`src/inc/dxw_pkg.sv`:
```
// package: offsets, field layout, reset values and carriers of the
// window 1 translation registers and the express capability header.
// assumes a 32-bit avalon slave with word addressing by byte offset.
package dxw_pkg;

  // ------------------------------------------------------------------
  // offsets
  // ------------------------------------------------------------------
  localparam logic [7:0] XBASE_OFS = 8'h0A8;
  localparam logic [7:0] SETUP_OFS = 8'h0AC;
  localparam logic [7:0] CAPHD_OFS = 8'h0B0;
  localparam logic [7:0] MODE_OFS  = 8'h0C0;

  // ------------------------------------------------------------------
  // field layout and values
  // ------------------------------------------------------------------
  localparam int XBASE_LSB   = 6;
  localparam int MASK_MSB    = 30;
  localparam int ENABLE_BIT  = 31;
  localparam int PREF_BIT    = 3;
  localparam logic [31:0] XBASE_RST = 32'h0000_0000;
  localparam logic [31:0] SETUP_RST = 32'h0000_0000;
  localparam logic [31:0] XBASE_WMASK = 32'hFFFF_FFC0;
  localparam logic [31:0] SETUP_WMASK = 32'hFFFF_FFCE;
  localparam logic [1:0]  ADDR32 = 2'h0;
  localparam logic [1:0]  ADDR64 = 2'h1;
  localparam logic [7:0]  CAP_ID   = 8'h10;
  localparam logic [7:0]  NEXT_PTR = 8'hF0;
  localparam logic [3:0]  CAP_VER  = 4'h1;
  localparam logic [3:0]  PORT_FWD = 4'h7;
  localparam logic [3:0]  PORT_REV = 4'h8;
  localparam logic [4:0]  MSG_NUM  = 5'h00;

  // ------------------------------------------------------------------
  // carriers
  // ------------------------------------------------------------------
  typedef struct packed {
    logic        enable;
    logic [24:0] sizeMask;
    logic [1:0]  rsvd;
    logic        prefetch;
    logic [1:0]  addrType;
    logic        typeSel;
  } dxw_setup_t;

  typedef struct packed {
    logic [1:0] rsvd;
    logic [4:0] msgNum;
    logic       slotImpl;
    logic [3:0] portType;
    logic [3:0] version;
    logic [7:0] nextPtr;
    logic [7:0] capId;
  } dxw_caphdr_t;

  typedef enum logic [1:0] {
    DXW_IDLE = 2'b00,
    DXW_ACK  = 2'b01
  } dxw_state_t;

endpackage

```
`src/logic/dxw_xlate.sv`:
```
// translator: replaces masked request address bits with the base.
// assumes request address arrives in the core_clk domain.
`timescale 1ns/1ps
module dxw_xlate (
  // clock and reset
  input  wire logic        core_clk,
  input  wire logic        rstn,
  // window setup
  input  wire logic [31:0] xbase,
  input  wire logic [31:0] setup,
  // request
  input  wire logic        reqValid,
  input  wire logic [31:0] reqAddr,
  // result
  output      logic        outValid,
  output      logic        outHit,
  output      logic [31:0] outAddr
);

  logic [31:0] selMask;
  logic [31:0] next_addr;
  logic        winOn;

  // mask bit 31 tracks bit 30 so the top of the base translates only when bit 30 is set
  assign selMask   = {setup[30], setup[30:6], 6'h00};
  assign winOn     = setup[dxw_pkg::ENABLE_BIT];
  assign next_addr = winOn ? ((reqAddr & ~selMask) | (xbase & selMask))
                           : reqAddr; // [RULE13]

  always_ff @(posedge core_clk or negedge rstn) begin
    if (!rstn) begin
      outValid <= 1'b0;
      outHit   <= 1'b0;
      outAddr  <= 32'h0000_0000;
    end else begin
      outValid <= reqValid;
      outHit   <= reqValid & winOn;
      outAddr  <= next_addr; // [RULE1]
    end
  end

endmodule // dxw_xlate

```
`src/logic/dxw_regs.sv`:
```
// register bank: window 1 translated base, window 1 setup, capability
// header, plus a bridge mode register; drives the window translator.
// assumes an avalon-mm master on core_clk; byte address on avmAddress.
//
// Functional notes
// [RULE1] writable base bits 31:6 translate requests
// [RULE2] only size-mask bits of base are used
// [RULE3] type selector bit 0 reads zero
// [RULE4] address type 2:1, 00 32-bit, 01 64-bit
// [RULE5] size mask bit makes base bit writable
// [RULE6] software keeps mask bits 11:6 zero
// [RULE7] setup bit 31 enables window, resets 0
// [RULE8] capability id reads 10h
// [RULE9] next pointer reads F0h
// [RULE10] port type 0111 forward, 1000 reverse
// [RULE11] slot implemented 0 forward, 1 reverse
// [RULE12] header reads 0071F010h or 0181F010h
// [RULE13] masked address bits replaced by base
//
// Register access over Avalon-MM was decided locally.
`timescale 1ns/1ps
module dxw_regs (
  // clock and reset
  input  wire logic        core_clk,
  input  wire logic        rstn,
  // avalon-mm slave
  input  wire logic [7:0]  avmAddress,
  input  wire logic        avmRead,
  input  wire logic        avmWrite,
  input  wire logic [3:0]  avmByteEnable,
  input  wire logic [31:0] avmWriteData,
  output      logic [31:0] avmReadData,
  output      logic        avmWaitRequest,
  // downstream request
  input  wire logic        reqValid,
  input  wire logic [31:0] reqAddr,
  // translated request
  output      logic        xlValid,
  output      logic        xlHit,
  output      logic [31:0] xlAddr
);

  // ------------------------------------------------------------------
  // bus handshake
  // ------------------------------------------------------------------
  // one wait state per access: answer at the second edge of a request
  dxw_pkg::dxw_state_t state;
  dxw_pkg::dxw_state_t next_state;
  logic                access;
  logic                doWrite;
  logic                doRead;

  assign access     = avmRead | avmWrite;
  assign next_state = (state == dxw_pkg::DXW_IDLE && access)
                      ? dxw_pkg::DXW_ACK : dxw_pkg::DXW_IDLE;
  assign avmWaitRequest = access & (state == dxw_pkg::DXW_IDLE);
  assign doWrite    = avmWrite & (state == dxw_pkg::DXW_ACK);
  assign doRead     = avmRead & (state == dxw_pkg::DXW_ACK);

  always_ff @(posedge core_clk or negedge rstn) begin
    if (!rstn) begin
      state <= dxw_pkg::DXW_IDLE;
    end else begin
      state <= next_state;
    end
  end

  // ------------------------------------------------------------------
  // decode
  // ------------------------------------------------------------------
  logic        hitXbase;
  logic        hitSetup;
  logic        hitCap;
  logic        hitMode;
  logic [31:0] byteMask;

  assign hitXbase = avmAddress == dxw_pkg::XBASE_OFS;
  assign hitSetup = avmAddress == dxw_pkg::SETUP_OFS;
  assign hitCap   = avmAddress == dxw_pkg::CAPHD_OFS;
  assign hitMode  = avmAddress == dxw_pkg::MODE_OFS;
  assign byteMask = {{8{avmByteEnable[3]}}, {8{avmByteEnable[2]}},
                     {8{avmByteEnable[1]}}, {8{avmByteEnable[0]}}};

  // ------------------------------------------------------------------
  // registers
  // ------------------------------------------------------------------
  logic [31:0]          xbase;
  dxw_pkg::dxw_setup_t  setup;
  logic                 reverseMode;
  logic [31:0]          xbaseWritable;
  logic [31:0]          wrBits;
  logic [31:0]          next_xbase;
  logic [31:0]          next_setup;
  logic [31:0]          setupWord;

  // mask bit 31 follows bit 30 so the top base bit stays with the size
  assign xbaseWritable = dxw_pkg::XBASE_WMASK &
                         {setup.sizeMask[24], setup.sizeMask, 6'h00}; // [RULE5]
  assign wrBits     = byteMask & xbaseWritable;
  assign next_xbase = (xbase & ~wrBits) | (avmWriteData & wrBits); // [RULE2]
  assign setupWord  = setup;
  // setup is preset by configuration software through this port;
  // type selector and reserved bits are never writable
  assign next_setup = (setupWord & ~(byteMask & dxw_pkg::SETUP_WMASK)) |
                      (avmWriteData & byteMask & dxw_pkg::SETUP_WMASK); // [RULE4]

  always_ff @(posedge core_clk or negedge rstn) begin
    if (!rstn) begin
      xbase <= dxw_pkg::XBASE_RST;
    end else if (doWrite && hitXbase) begin
      xbase <= next_xbase; // [RULE1]
    end
  end

  always_ff @(posedge core_clk or negedge rstn) begin
    if (!rstn) begin
      setup <= dxw_pkg::SETUP_RST; // [RULE7]
    end else if (doWrite && hitSetup) begin
      setup <= next_setup; // [RULE3]
    end
  end

  always_ff @(posedge core_clk or negedge rstn) begin
    if (!rstn) begin
      reverseMode <= 1'b0;
    end else if (doWrite && hitMode && avmByteEnable[0]) begin
      reverseMode <= avmWriteData[0];
    end
  end

  // ------------------------------------------------------------------
  // capability header
  // ------------------------------------------------------------------
  dxw_pkg::dxw_caphdr_t capHdr;

  assign capHdr.capId    = dxw_pkg::CAP_ID; // [RULE8]
  assign capHdr.nextPtr  = dxw_pkg::NEXT_PTR; // [RULE9]
  assign capHdr.version  = dxw_pkg::CAP_VER;
  assign capHdr.portType = reverseMode ? dxw_pkg::PORT_REV
                                       : dxw_pkg::PORT_FWD; // [RULE10]
  assign capHdr.slotImpl = reverseMode; // [RULE11]
  assign capHdr.msgNum   = dxw_pkg::MSG_NUM; // [RULE12]
  assign capHdr.rsvd     = 2'h0;

  // ------------------------------------------------------------------
  // read data
  // ------------------------------------------------------------------
  logic [31:0] rdSel;
  logic [31:0] next_rdata;

  assign rdSel = hitXbase ? xbase :
                 hitSetup ? setupWord :
                 hitCap   ? capHdr :
                 hitMode  ? {31'h0000_0000, reverseMode} :
                            32'h0000_0000;
  assign next_rdata = doRead ? rdSel : avmReadData;

  always_ff @(posedge core_clk or negedge rstn) begin
    if (!rstn) begin
      avmReadData <= 32'h0000_0000;
    end else if (next_state == dxw_pkg::DXW_ACK && avmRead) begin
      avmReadData <= rdSel;
    end else begin
      avmReadData <= next_rdata;
    end
  end

  // ------------------------------------------------------------------
  // translation
  // ------------------------------------------------------------------
  dxw_xlate u_xlate (
    .core_clk (core_clk),
    .rstn     (rstn),
    .xbase    (xbase),
    .setup    (setupWord),
    .reqValid (reqValid),
    .reqAddr  (reqAddr),
    .outValid (xlValid),
    .outHit   (xlHit),
    .outAddr  (xlAddr)
  ); // [RULE2]

endmodule // dxw_regs

```
`config.mk`:
```
export PLATFORM = sky130hd
export DESIGN_NAME = dxw_regs
export DESIGN_NICKNAME = d
export VERILOG_FILES = /design/src/inc/dxw_pkg.sv /design/src/logic/dxw_xlate.sv /design/src/logic/dxw_regs.sv
export SDC_FILE = /design/constraint.sdc
export NUM_CORES = 1
export LEC_CHECK = 0
export BUFFER_PORTS_ARGS = -buffer_cell sky130_fd_sc_hd__buf_2
export CAP_MARGIN = 40
export CORE_UTILIZATION = 45
export CTS_CLUSTER_DIAMETER = 200
export DETAILED_ROUTE_END_ITERATION = 16
export PLACE_DENSITY = 0.71
export SETUP_SLACK_MARGIN = 0.2
export SLEW_MARGIN = 5
export SYNTH_ARGS = -nofsm -noshare
export SYNTH_HDL_FRONTEND = slang
export SYNTH_SLANG_ARGS = --single-unit
```
`constraint.sdc`:
```
create_clock -name core_clk -period 3.8 [get_ports core_clk]
set_input_delay 0.38 -clock core_clk [delete_from_list [all_inputs] [get_ports core_clk]]
set_output_delay 0.38 -clock core_clk [all_outputs]
set_load 0.01 [all_outputs]
```
==> reports/metrics.cfg, run 1 <==
[global_route]
grt_pass1_vias=3872
grt_max_degree=69
grt_pass1_wl_um=19500
overflow=0
antenna_found_initial=1
track_usage_pct=22.3

[setup_path]
r2r_slack_ns=2.14
critPathCaptureType=flop
cp.required_ns=4.09
start_kind=input pin
worst-setup-path-type=in2reg
crit_fanout=9
ff2ff_path_depth=4
critPathLaunch=avmAddress[2]
timing.rr.start=state[0]$_DFF_PN0_
cp.arrival_ns=2.56

[routing]
viasPerCell=5.13
vias=3691
wl_per_cell_um=17.2
wl_um=12400
drt_iter0_markers=147
drc=0
dr.pass1.iters=4
antenna_left=0

[yosys]
synth_flop_cell=dfrtp_1
avgSynthCellArea_um2=12.5
yosysSeqAreaShare_pct=58.7
yosysUniqueCellTypes=32
async_flop_share_pct=100
yosysWarnings=0
synth_edf_count=0
synthCells=415
synth_nets=496
synth.cell_area_um2=5200
ys_ff_latch=122

[cells_and_area]
diodes=0
drive_above_1_share_pct=47.1
seq_area_um2=3050
synthToLayoutAreaGrowth_pct=28.4
final_cell_area_um2=6680
layout.cells.non_filler=720
final_nets=648
fillerInstances=917
multi_input_area_um2=2040

[floorplan]
boundaryPins=148
initial_core_util_pct=47.2
coreArea_um2=11000
die_h_um=110
die_x_um=110
rows=38
dieArea_um2=12000

[cts]
cts_hold_buf=0
cts_max_path_buffers=2
cts_inserted_buffers=17
cts_resized=0
cts_sinks=122
postCtsSetupBuffers=0
clock_latency_ns=0.41
cts-htree-levels=4
cts.reportedPaths.clkPinSlew_ns=0.05
root_buffer=clkbuf_16
tritoncts=built

[place]
dp_cells=688
port_buffers=144
place_ws_ns=1.12
gp_congestion=0.786
hpwlAfterDp_um=8510
placed_cell_area_um2=6080

[timing]
worst_pin_slew_ns=0.842
rsz0062_at_grt=no
fin_setup_tns_ns=0
final_hold_viol_count=0
layout_min_cycle_time_ns=2.27
maxSlewHeadroom_pct=43.9
finalSetupViolations=0
fmax_ghz=0.441
skew_ns=0.00684
fin_crit_sh_pct=59.7
finalWorstSetupSlack_ns=1.53
drv_slew=0

[power]
p_per_area_nw_per_um2=475
p_leak_uw=0.00334
ir_drop_uv=287

[flow_run]
drv_cap=0

[run_status]
outcome=finished clean

[worst_hold_path]
hold_class=in2async

-- final cells by class --
class                   instances  share of cell area (%)
repair buffers                150                    11.5
well taps                     140                    2.62
multi-input cells             264                    30.5
inverters                      12                   0.674
flip-flops and latches        122                    45.7
clock buffers                  20                    6.83
clock inverters                12                    2.21
-- power by group --
group          internal, µW  switching (µW)  leakage (µW)  total [µW]
registers              1330            14.8       0.00161        1350
logic                  80.6             113       0.00145         193
clock network          1060             573      0.000284        1630
total                  2470             701       0.00334        3170
-- per-stage QoR --
step	hold slack, ns	power (µW)	util [%]
finish	0.0597	3170	60.6
global route	0.0570	3280	60.6
CTS	0.0570	3210	60.6
detailed placement	0.454	1560	55.1
global placement	0.443	1560	55.1
floorplan	0.0844	1450	-
-- kinds of logic after synthesis --
family / after synthesis / share of synthesized area [%]
flip-flops: 122 / 58.7
AND/OR/NAND/NOR: 124 / 11.8
other: 1 / 0.0720
buffers and inverters: 29 / 2.31
AO/OA/AOI/OAI: 46 / 7.45
multiplexers: 93 / 19.7
-- worst min-delay path by stage --
stage	from	to	slack [ns]	cells past startpoint
after floorplan	rstn	async pin	0.08	0
after global placement	state[0]$_DFF_PN0_	state[0]$_DFF_PN0_	0.44	1
after detailed placement	state[0]$_DFF_PN0_	state[0]$_DFF_PN0_	0.45	1
after CTS	reqAddr[1]	u_xlate.outAddr[1]$_DFF_PN0_	0.06	1
after global routing	reqAddr[0]	u_xlate.outAddr[0]$_DFF_PN0_	0.06	1
final	rstn	u_xlate.outAddr[17]$_DFF_PN0_	0.06	1
-- Yosys cell counts, types with 2 or more instances --
library cell | instances | share of area, %
dfrtp_1 | 122 | 59
mux2_2 | 77 | 17
nand2_1 | 64 | 4.6
nor2_1 | 34 | 2.5
a22o_1 | 16 | 2.7
mux2i_1 | 16 | 3.1
clkbuf_1 | 13 | 0.94
inv_1 | 12 | 0.87
o21ai_0 | 11 | 1.1
nand3_1 | 8 | 0.77
a221oi_1 | 5 | 0.84
a221oi_2 | 5 | 1.4
nor4_4 | 4 | 1.6
nand2b_1 | 3 | 0.36
o2bb2ai_1 | 3 | 0.50
a21oi_1 | 2 | 0.19
and2_1 | 2 | 0.24
buf_1 | 2 | 0.14
nor2b_1 | 2 | 0.24
o21a_1 | 2 | 0.29
-- layout by cell type (no fill, tap or decap), types with 2 or more instances in the layout --
cell	Yosys	layout
o21a_1	2	2
nand3_1	8	8
mux2i_1	16	16
o21ai_0	11	11
nor2_1	34	34
mux2_2	77	77
a221oi_1	5	5
dfrtp_1	122	122
clkbuf_8	0	2
clkbuf_16	0	17
inv_1	12	12
nand2b_1	3	3
and2_1	2	2
nand2_1	64	64
nor4_4	4	4
bufinv_16	0	3
nor2b_1	2	2
a221oi_2	5	5
buf_4	1	7
clkinv_2	0	4
o2bb2ai_1	3	3
a22o_1	16	16
buf_2	0	143
a21oi_1	2	2
clkinvlp_4	0	5
-- metal layers --
metal,part of all wire (%),up-vias,track usage (%)
met3,6.7,18,6.64
li1,-,1751,-
met1,43,1799,28.0
met4,1.3,2,8.00
met5,0.065,-,0
met2,49,121,36.7
-- worst max-delay path: stages --
cell     delay, ns
buf_2         0.25
inv_1         0.23
nor4_4        0.67
nand3_1       0.57
mux2_2        0.45
Note: power is estimated with default switching activity, not from simulation.
==> inputs of run 2 (changes only) <==
==> constraint.sdc (replaced) <==
create_clock -name core_clk -period 2.3 [get_ports core_clk]
set_input_delay 0.23 -clock core_clk [delete_from_list [all_inputs] [get_ports core_clk]]
set_output_delay 0.23 -clock core_clk [all_outputs]
set_load 0.01 [all_outputs]
==> reports/metrics.cfg, run 2 (synthesis results as in run 1) <==
[routing]
wl_per_cell_um=17.2  ; -0.16%
topRoutingLayerUsed=met4
route.met3.wl_um=720  ; -14%
viasPerCell=5.25  ; +2.4%
vias=3837  ; +4.0%
drt_iter0_markers=142  ; -3.4%
met2WireLength_um=6340  ; +4.9%
m1WireLength_um=5280  ; -0.77%
drc=0  ; unchanged
dr.pass1.iters=4  ; unchanged
wl_um=12600  ; +1.4%
antenna_left=0  ; unchanged

[timing]
maxSlewHeadroom_pct=54.2  ; +10 points
skew_ns=0.00520  ; -0.00164 ns
finalSetupViolations=0  ; unchanged
fmax_ghz=0.589
drv_slew=0  ; unchanged
layout_min_cycle_time_ns=1.70
final_hold_viol_count=0  ; unchanged
rsz0062_at_grt=no
fin_crit_sh_pct=73.9
worst_pin_slew_ns=0.688  ; -0.154 ns
fin_setup_tns_ns=0  ; unchanged

[cells_and_area]
diodes=0  ; unchanged
final_cell_mix=buf_2, dfrtp_1, mux2_2, nand2_1, nor2_1
fillerInstances=905  ; -1.3%
final_nets=661  ; +2.0%
synthToLayoutAreaGrowth_pct=32.0
drive_above_1_share_pct=46.5  ; -0.54 points
final_core_util_pct=62.3  ; +1.7 points
final_common_cell=buf_2

[setup_path]
cp_cell_sequence=nand2_1, nor4_4, nand2_1, mux2_2
path_depth=4  ; -1
worst-setup-path-type=reg2reg
critPathCaptureType=flop
cp.required_ns=2.59  ; -1.50 ns
crit_fanout=7  ; -2
cpMostUsedCell=nand2_1
critPathMaxStageDelay_ns=0.55  ; -0.12 ns
r2r_slack_ns=0.60  ; -1.54 ns
crit_slowest_cell=nor4_4
start_kind=flop
ff2ff_path_depth=4  ; unchanged
cp.arrival_ns=1.99  ; -0.57 ns
path_buf_inv=0  ; -2
critPathTopFamily=simple AND/OR/NAND/NOR gates

[cts]
cts-htree-levels=4  ; unchanged
cts.reportedPaths.clkPinSlew_ns=0.05  ; about the same
cts_resized=0  ; unchanged
cts_max_path_buffers=2  ; unchanged
cts_inserted_buffers=17  ; unchanged
tritoncts=built
clock_latency_ns=0.41  ; about the same
cts_sinks=122  ; unchanged
root_buffer=clkbuf_16

[floorplan]
dieArea_um2=12000  ; unchanged
coreArea_um2=11000  ; unchanged
die_x_um=110  ; unchanged
rows=38  ; unchanged
die_h_um=110  ; unchanged
boundaryPins=148  ; unchanged
initial_core_util_pct=47.2  ; unchanged

[worst_hold_path]
hold_class=in2reg
hold_path_depth=3

[power]
ir_drop_uv=521  ; +82%
p_per_area_nw_per_um2=811  ; +71%
p_leak_uw=0.00345  ; +3.2%

[place]
port_buffers=144  ; unchanged
gp_congestion=0.786  ; about the same
hpwlAfterDp_um=8370  ; -1.6%

[global_route]
overflow=0  ; unchanged
antenna_found_initial=0  ; -1
grt_pass1_vias=3939  ; +1.7%
grt_pass1_wl_um=19400  ; -0.67%
grt_max_degree=123  ; +78%
track_usage_pct=22.3  ; -0.040 points

[run_status]
outcome=finished clean

[flow_run]
drv_cap=0  ; unchanged

==> run 2: path summary, 6_finish.rpt <==
kind | from | to
worst min register to register | state[0]$_DFF_PN0_ | state[0]$_DFF_PN0_
min in group asynchronous | rstn | u_xlate.outAddr[17]$_DFF_PN0_
worst max register to register | state[0]$_DFF_PN0_ | flop
max in group asynchronous | rstn | avmReadData[27]$_DFFE_PN0P_
worst min-delay path | reqAddr[23] | u_xlate.outAddr[23]$_DFF_PN0_
worst max-delay path | state[0]$_DFF_PN0_ | flop
==> run 2: final cells by class <==
| cell class | instances | area [µm²] | share of cell area (%) |
|---|---|---|---|
| timing repair buffer | 163 | 898 | 13.1 |
| multi-input combinational | 264 | 2040 | 29.6 |
| inverter | 12 | 45.0 | 0.655 |
| sequential | 122 | 3050 | 44.4 |
| clock buffer | 22 | 474 | 6.90 |
| clock inverter | 8 | 190 | 2.77 |
| tap | 140 | 175 | 2.55 |
==> run 2: routing by layer <==
| metal | global-route usage (%) | up-vias |
|---|---|---|
| met5 | 0 | - |
| met1 | 26.9 | 1928 |
| met2 | 37.1 | 112 |
| li1 | - | 1777 |
| met3 | 7.17 | 20 |
| met4 | 8.76 | 0 |
==> run 2: worst min-delay path, cell delays in order <==
cell	delay (ns)
buf_2	0.07
nand2_1	0.03
o21ai_0	0.06
==> run 2: power by group <==
group	internal, µW	leakage, µW	switching (µW)
Sequential	2200	0.00161	23.5
Clock	2100	0.000326	908
Combinational	145	0.00151	191
Total	4450	0.00345	1120
==> run 2: metrics by stage <==
stage	instance area, µm²	cells	hold WS (ns)	worst slack, ns	power, µW
floorplan	5200	415	-0.0656	0.420	2390
global placement	6130	693	0.339	0.225	2580
detailed placement	6130	693	0.339	0.179	2590
CTS	6870	731	0.0131	0.586	5620
global route	6870	731	0.0388	0.469	5750
finish	6870	731	0.0278	0.601	5570
==> run 2: timing repair <==
| item | in CTS | in global routing |
|---|---|---|
| endpoints found under the hold margin | 129 | 0 |
| buffers inserted | 0 | 0 |
| hold buffers | 8 | 0 |
| setup endpoints to repair | 0 | 0 |
==> inputs of run 3 (changes only) <==
--- a/config.mk
+++ b/config.mk
@@ -10,7 +10,7 @@
 export CORE_UTILIZATION = 45
 export CTS_CLUSTER_DIAMETER = 200
 export DETAILED_ROUTE_END_ITERATION = 16
-export PLACE_DENSITY = 0.71
+export PLACE_DENSITY = 0.73
 export SETUP_SLACK_MARGIN = 0.2
 export SLEW_MARGIN = 5
 export SYNTH_ARGS = -nofsm -noshare
==> constraint.sdc (replaced) <==
create_clock -name core_clk -period 1.41 [get_ports core_clk]
set_input_delay 0.141 -clock core_clk [delete_from_list [all_inputs] [get_ports core_clk]]
set_output_delay 0.141 -clock core_clk [all_outputs]
set_load 0.01 [all_outputs]
==> reports/metrics.cfg, run 3 (synthesis results as in run 1) <==
[cells_and_area]
final_cell_area_um2=7980  ; +16%
diodes=0  ; unchanged
synthToLayoutAreaGrowth_pct=53.4
final_cell_mix=buf_2, dfrtp_1, dlygate4sd3_1, mux2_2, nand2_1
final_common_cell=buf_2
drive_above_1_share_pct=50.2  ; +3.7 points
layout.cells.non_filler=815  ; +11%
final_nets=744  ; +13%

[setup_path]
crit_fanout=8  ; +1
start_kind=flop
cp_cell_sequence=nand2_4, nor4_4, buf_6, nand2_1, mux2_2
critPathCaptureType=flop
crit_slowest_cell=dfrtp_2
cp.arrival_ns=1.68  ; -0.31 ns
ff2ff_path_depth=5  ; +1
timing.rr.start=state[0]$_DFF_PN0_
r2r_slack_ns=0.02  ; -0.58 ns
critPathMaxStageDelay_ns=0.40  ; -0.15 ns
cp.required_ns=1.70  ; -0.89 ns
worst-setup-path-type=reg2reg

[routing]
drc=0  ; unchanged
vias=4154  ; +8.3%
dr.pass1.iters=4  ; unchanged
drt_iter0_markers=174  ; +23%
antenna_left=0  ; unchanged
wl_um=13800  ; +10%
wl_per_cell_um=16.9  ; -1.3%
viasPerCell=5.10  ; -2.9%

[cts]
cts.reportedPaths.clkPinSlew_ns=0.05  ; about the same
cts-htree-levels=4  ; unchanged
cts_max_path_buffers=2  ; unchanged
cts_inserted_buffers=17  ; unchanged
root_buffer=clkbuf_16
tritoncts=built
clock_latency_ns=0.41  ; about the same
cts_sinks=122  ; unchanged

[power]
ir_drop_uv=787  ; +51%
switching_power_uw=1880  ; +68%
p_leak_uw=0.00398  ; +16%
p_per_area_nw_per_um2=1120  ; +38%
clockPowerShare_pct=50.5  ; -3.5 points
power.internal_uw=7020  ; +58%
comb_power_share_pct=8.7  ; +2.7 points
switching_share_pct=21.1  ; +0.99 points
power_frac_seq_pct=40.8  ; +0.9 points

[worst_hold_path]
hold_path_depth=2  ; -1
hold_path.startpoint=avmWriteData[31]
hold_class=in2reg

[global_route]
grt_pass1_wl_um=21000  ; +8.6%
overflow=0  ; unchanged
antenna_found_initial=0  ; unchanged
track_usage_pct=23.9  ; +1.6 points
grt_max_degree=62  ; -50%
grt_pass1_vias=4363  ; +11%

[floorplan]
initial_core_util_pct=47.2  ; unchanged
rows=38  ; unchanged
die_x_um=110  ; unchanged
dieArea_um2=12000  ; unchanged
die_h_um=110  ; unchanged
coreArea_um2=11000  ; unchanged
boundaryPins=148  ; unchanged

[place]
hpwlAfterDp_um=8850  ; +5.7%
placed_cell_area_um2=6440  ; +5.2%
gp_congestion=0.804  ; +2.2%
port_buffers=144  ; unchanged
dp_cells=718  ; +3.6%

[timing]
skew_ns=0.00789  ; +0.00269 ns
finalSetupViolations=0  ; unchanged
rsz0062_at_grt=yes
fmax_ghz=0.718  ; +22%
fin_setup_tns_ns=0  ; unchanged
layout_min_cycle_time_ns=1.39  ; -0.305 ns
final_hold_viol_count=0  ; unchanged
fin_crit_sh_pct=98.8  ; +25 points
drv_slew=0  ; unchanged
hold-worst-slack_ns=0.0188  ; -0.00902 ns

[flow_run]
drv_cap=0  ; unchanged

[run_status]
outcome=finished clean

## run 3: cell count changes in the layout (fill, tap and decap cells not counted), moves of 6 or more
cell / before / now
buf_6: 0 / 8
dlygate4sd3_1: 8 / 63
mux2_2: 77 / 48
nand2_1: 64 / 46
buf_4: 11 / 29
nand2_2: 0 / 15
nand3_1: 8 / 2
mux2_4: 0 / 29
## run 3: how the worst max path moves through the flow
stage | from | to | slack, ns
after floorplan | avmAddress[2] | avmReadData[13]$_DFFE_PN0P_ | -0.37
after global placement | avmAddress[1] | reverseMode$_DFFE_PN0P_ | -0.37
after detailed placement | avmAddress[1] | reverseMode$_DFFE_PN0P_ | -0.42
after CTS | state[0]$_DFF_PN0_ | flop | 0.004
after global routing | state[0]$_DFF_PN0_ | flop | -0.02
final | state[0]$_DFF_PN0_ | flop | 0.02
## run 3: routing by layer
layer,up-vias,share of wire (%),track usage [%]
li1,1946,-,-
met1,2065,41,27.4
met2,113,52,41.8
met3,30,4.3,5.99
met4,0,2.7,11.1
met5,-,0,0
## run 3: through the flow
stage	total power [µW]	utilization, %	setup slack [ns]
6_report	8910	72.4	0.0164
2_1_floorplan	3920	-	-0.374
5_1_grt	9240	72.4	-0.0208
4_1_cts	8940	70.7	0.00418
3_5_place_dp	4280	58.4	-0.421
3_3_place_gp	4260	58.4	-0.365
## run 3: layout make-up
class	count	area [µm²]
clock inverter	8	143
sequential	122	3050
fill	762	3050
clock buffer	23	468
inverter	12	45.0
timing repair buffer	246	1740
tap	140	175
multi-input combinational	264	2350
## run 3: repair_timing
action | in CTS | in global routing
pin swaps | 8 | 10
endpoints found under the setup margin | 67 | 70
endpoints found under the hold margin | 210 | 0
hold buffers | 63 | 0
gates resized for setup | 25 | 46
buffers inserted | 1 | 2
gates cloned | 0 | 0
## run 3: worst max-delay path: cells and delay by family, from the launching register on
| kind | cells | cell delay (ns) |
|---|---|---|
| muxes | 1 | 0.28 |
| buffers and inverters | 1 | 0.20 |
| DFF | 1 | 0.40 |
| and+or+nand+nor | 3 | 0.40 |
## run 3: power by group through the flow
stage          Combinational [µW]  Sequential [µW]  Clock (µW)
2_1_floorplan                 200             3720           0
3_3_place_gp                  572             3690           0
3_5_place_dp                  587             3690           0
4_1_cts                       746             3630        4570
5_1_grt                       838             3640        4760
6_report                      773             3640        4500
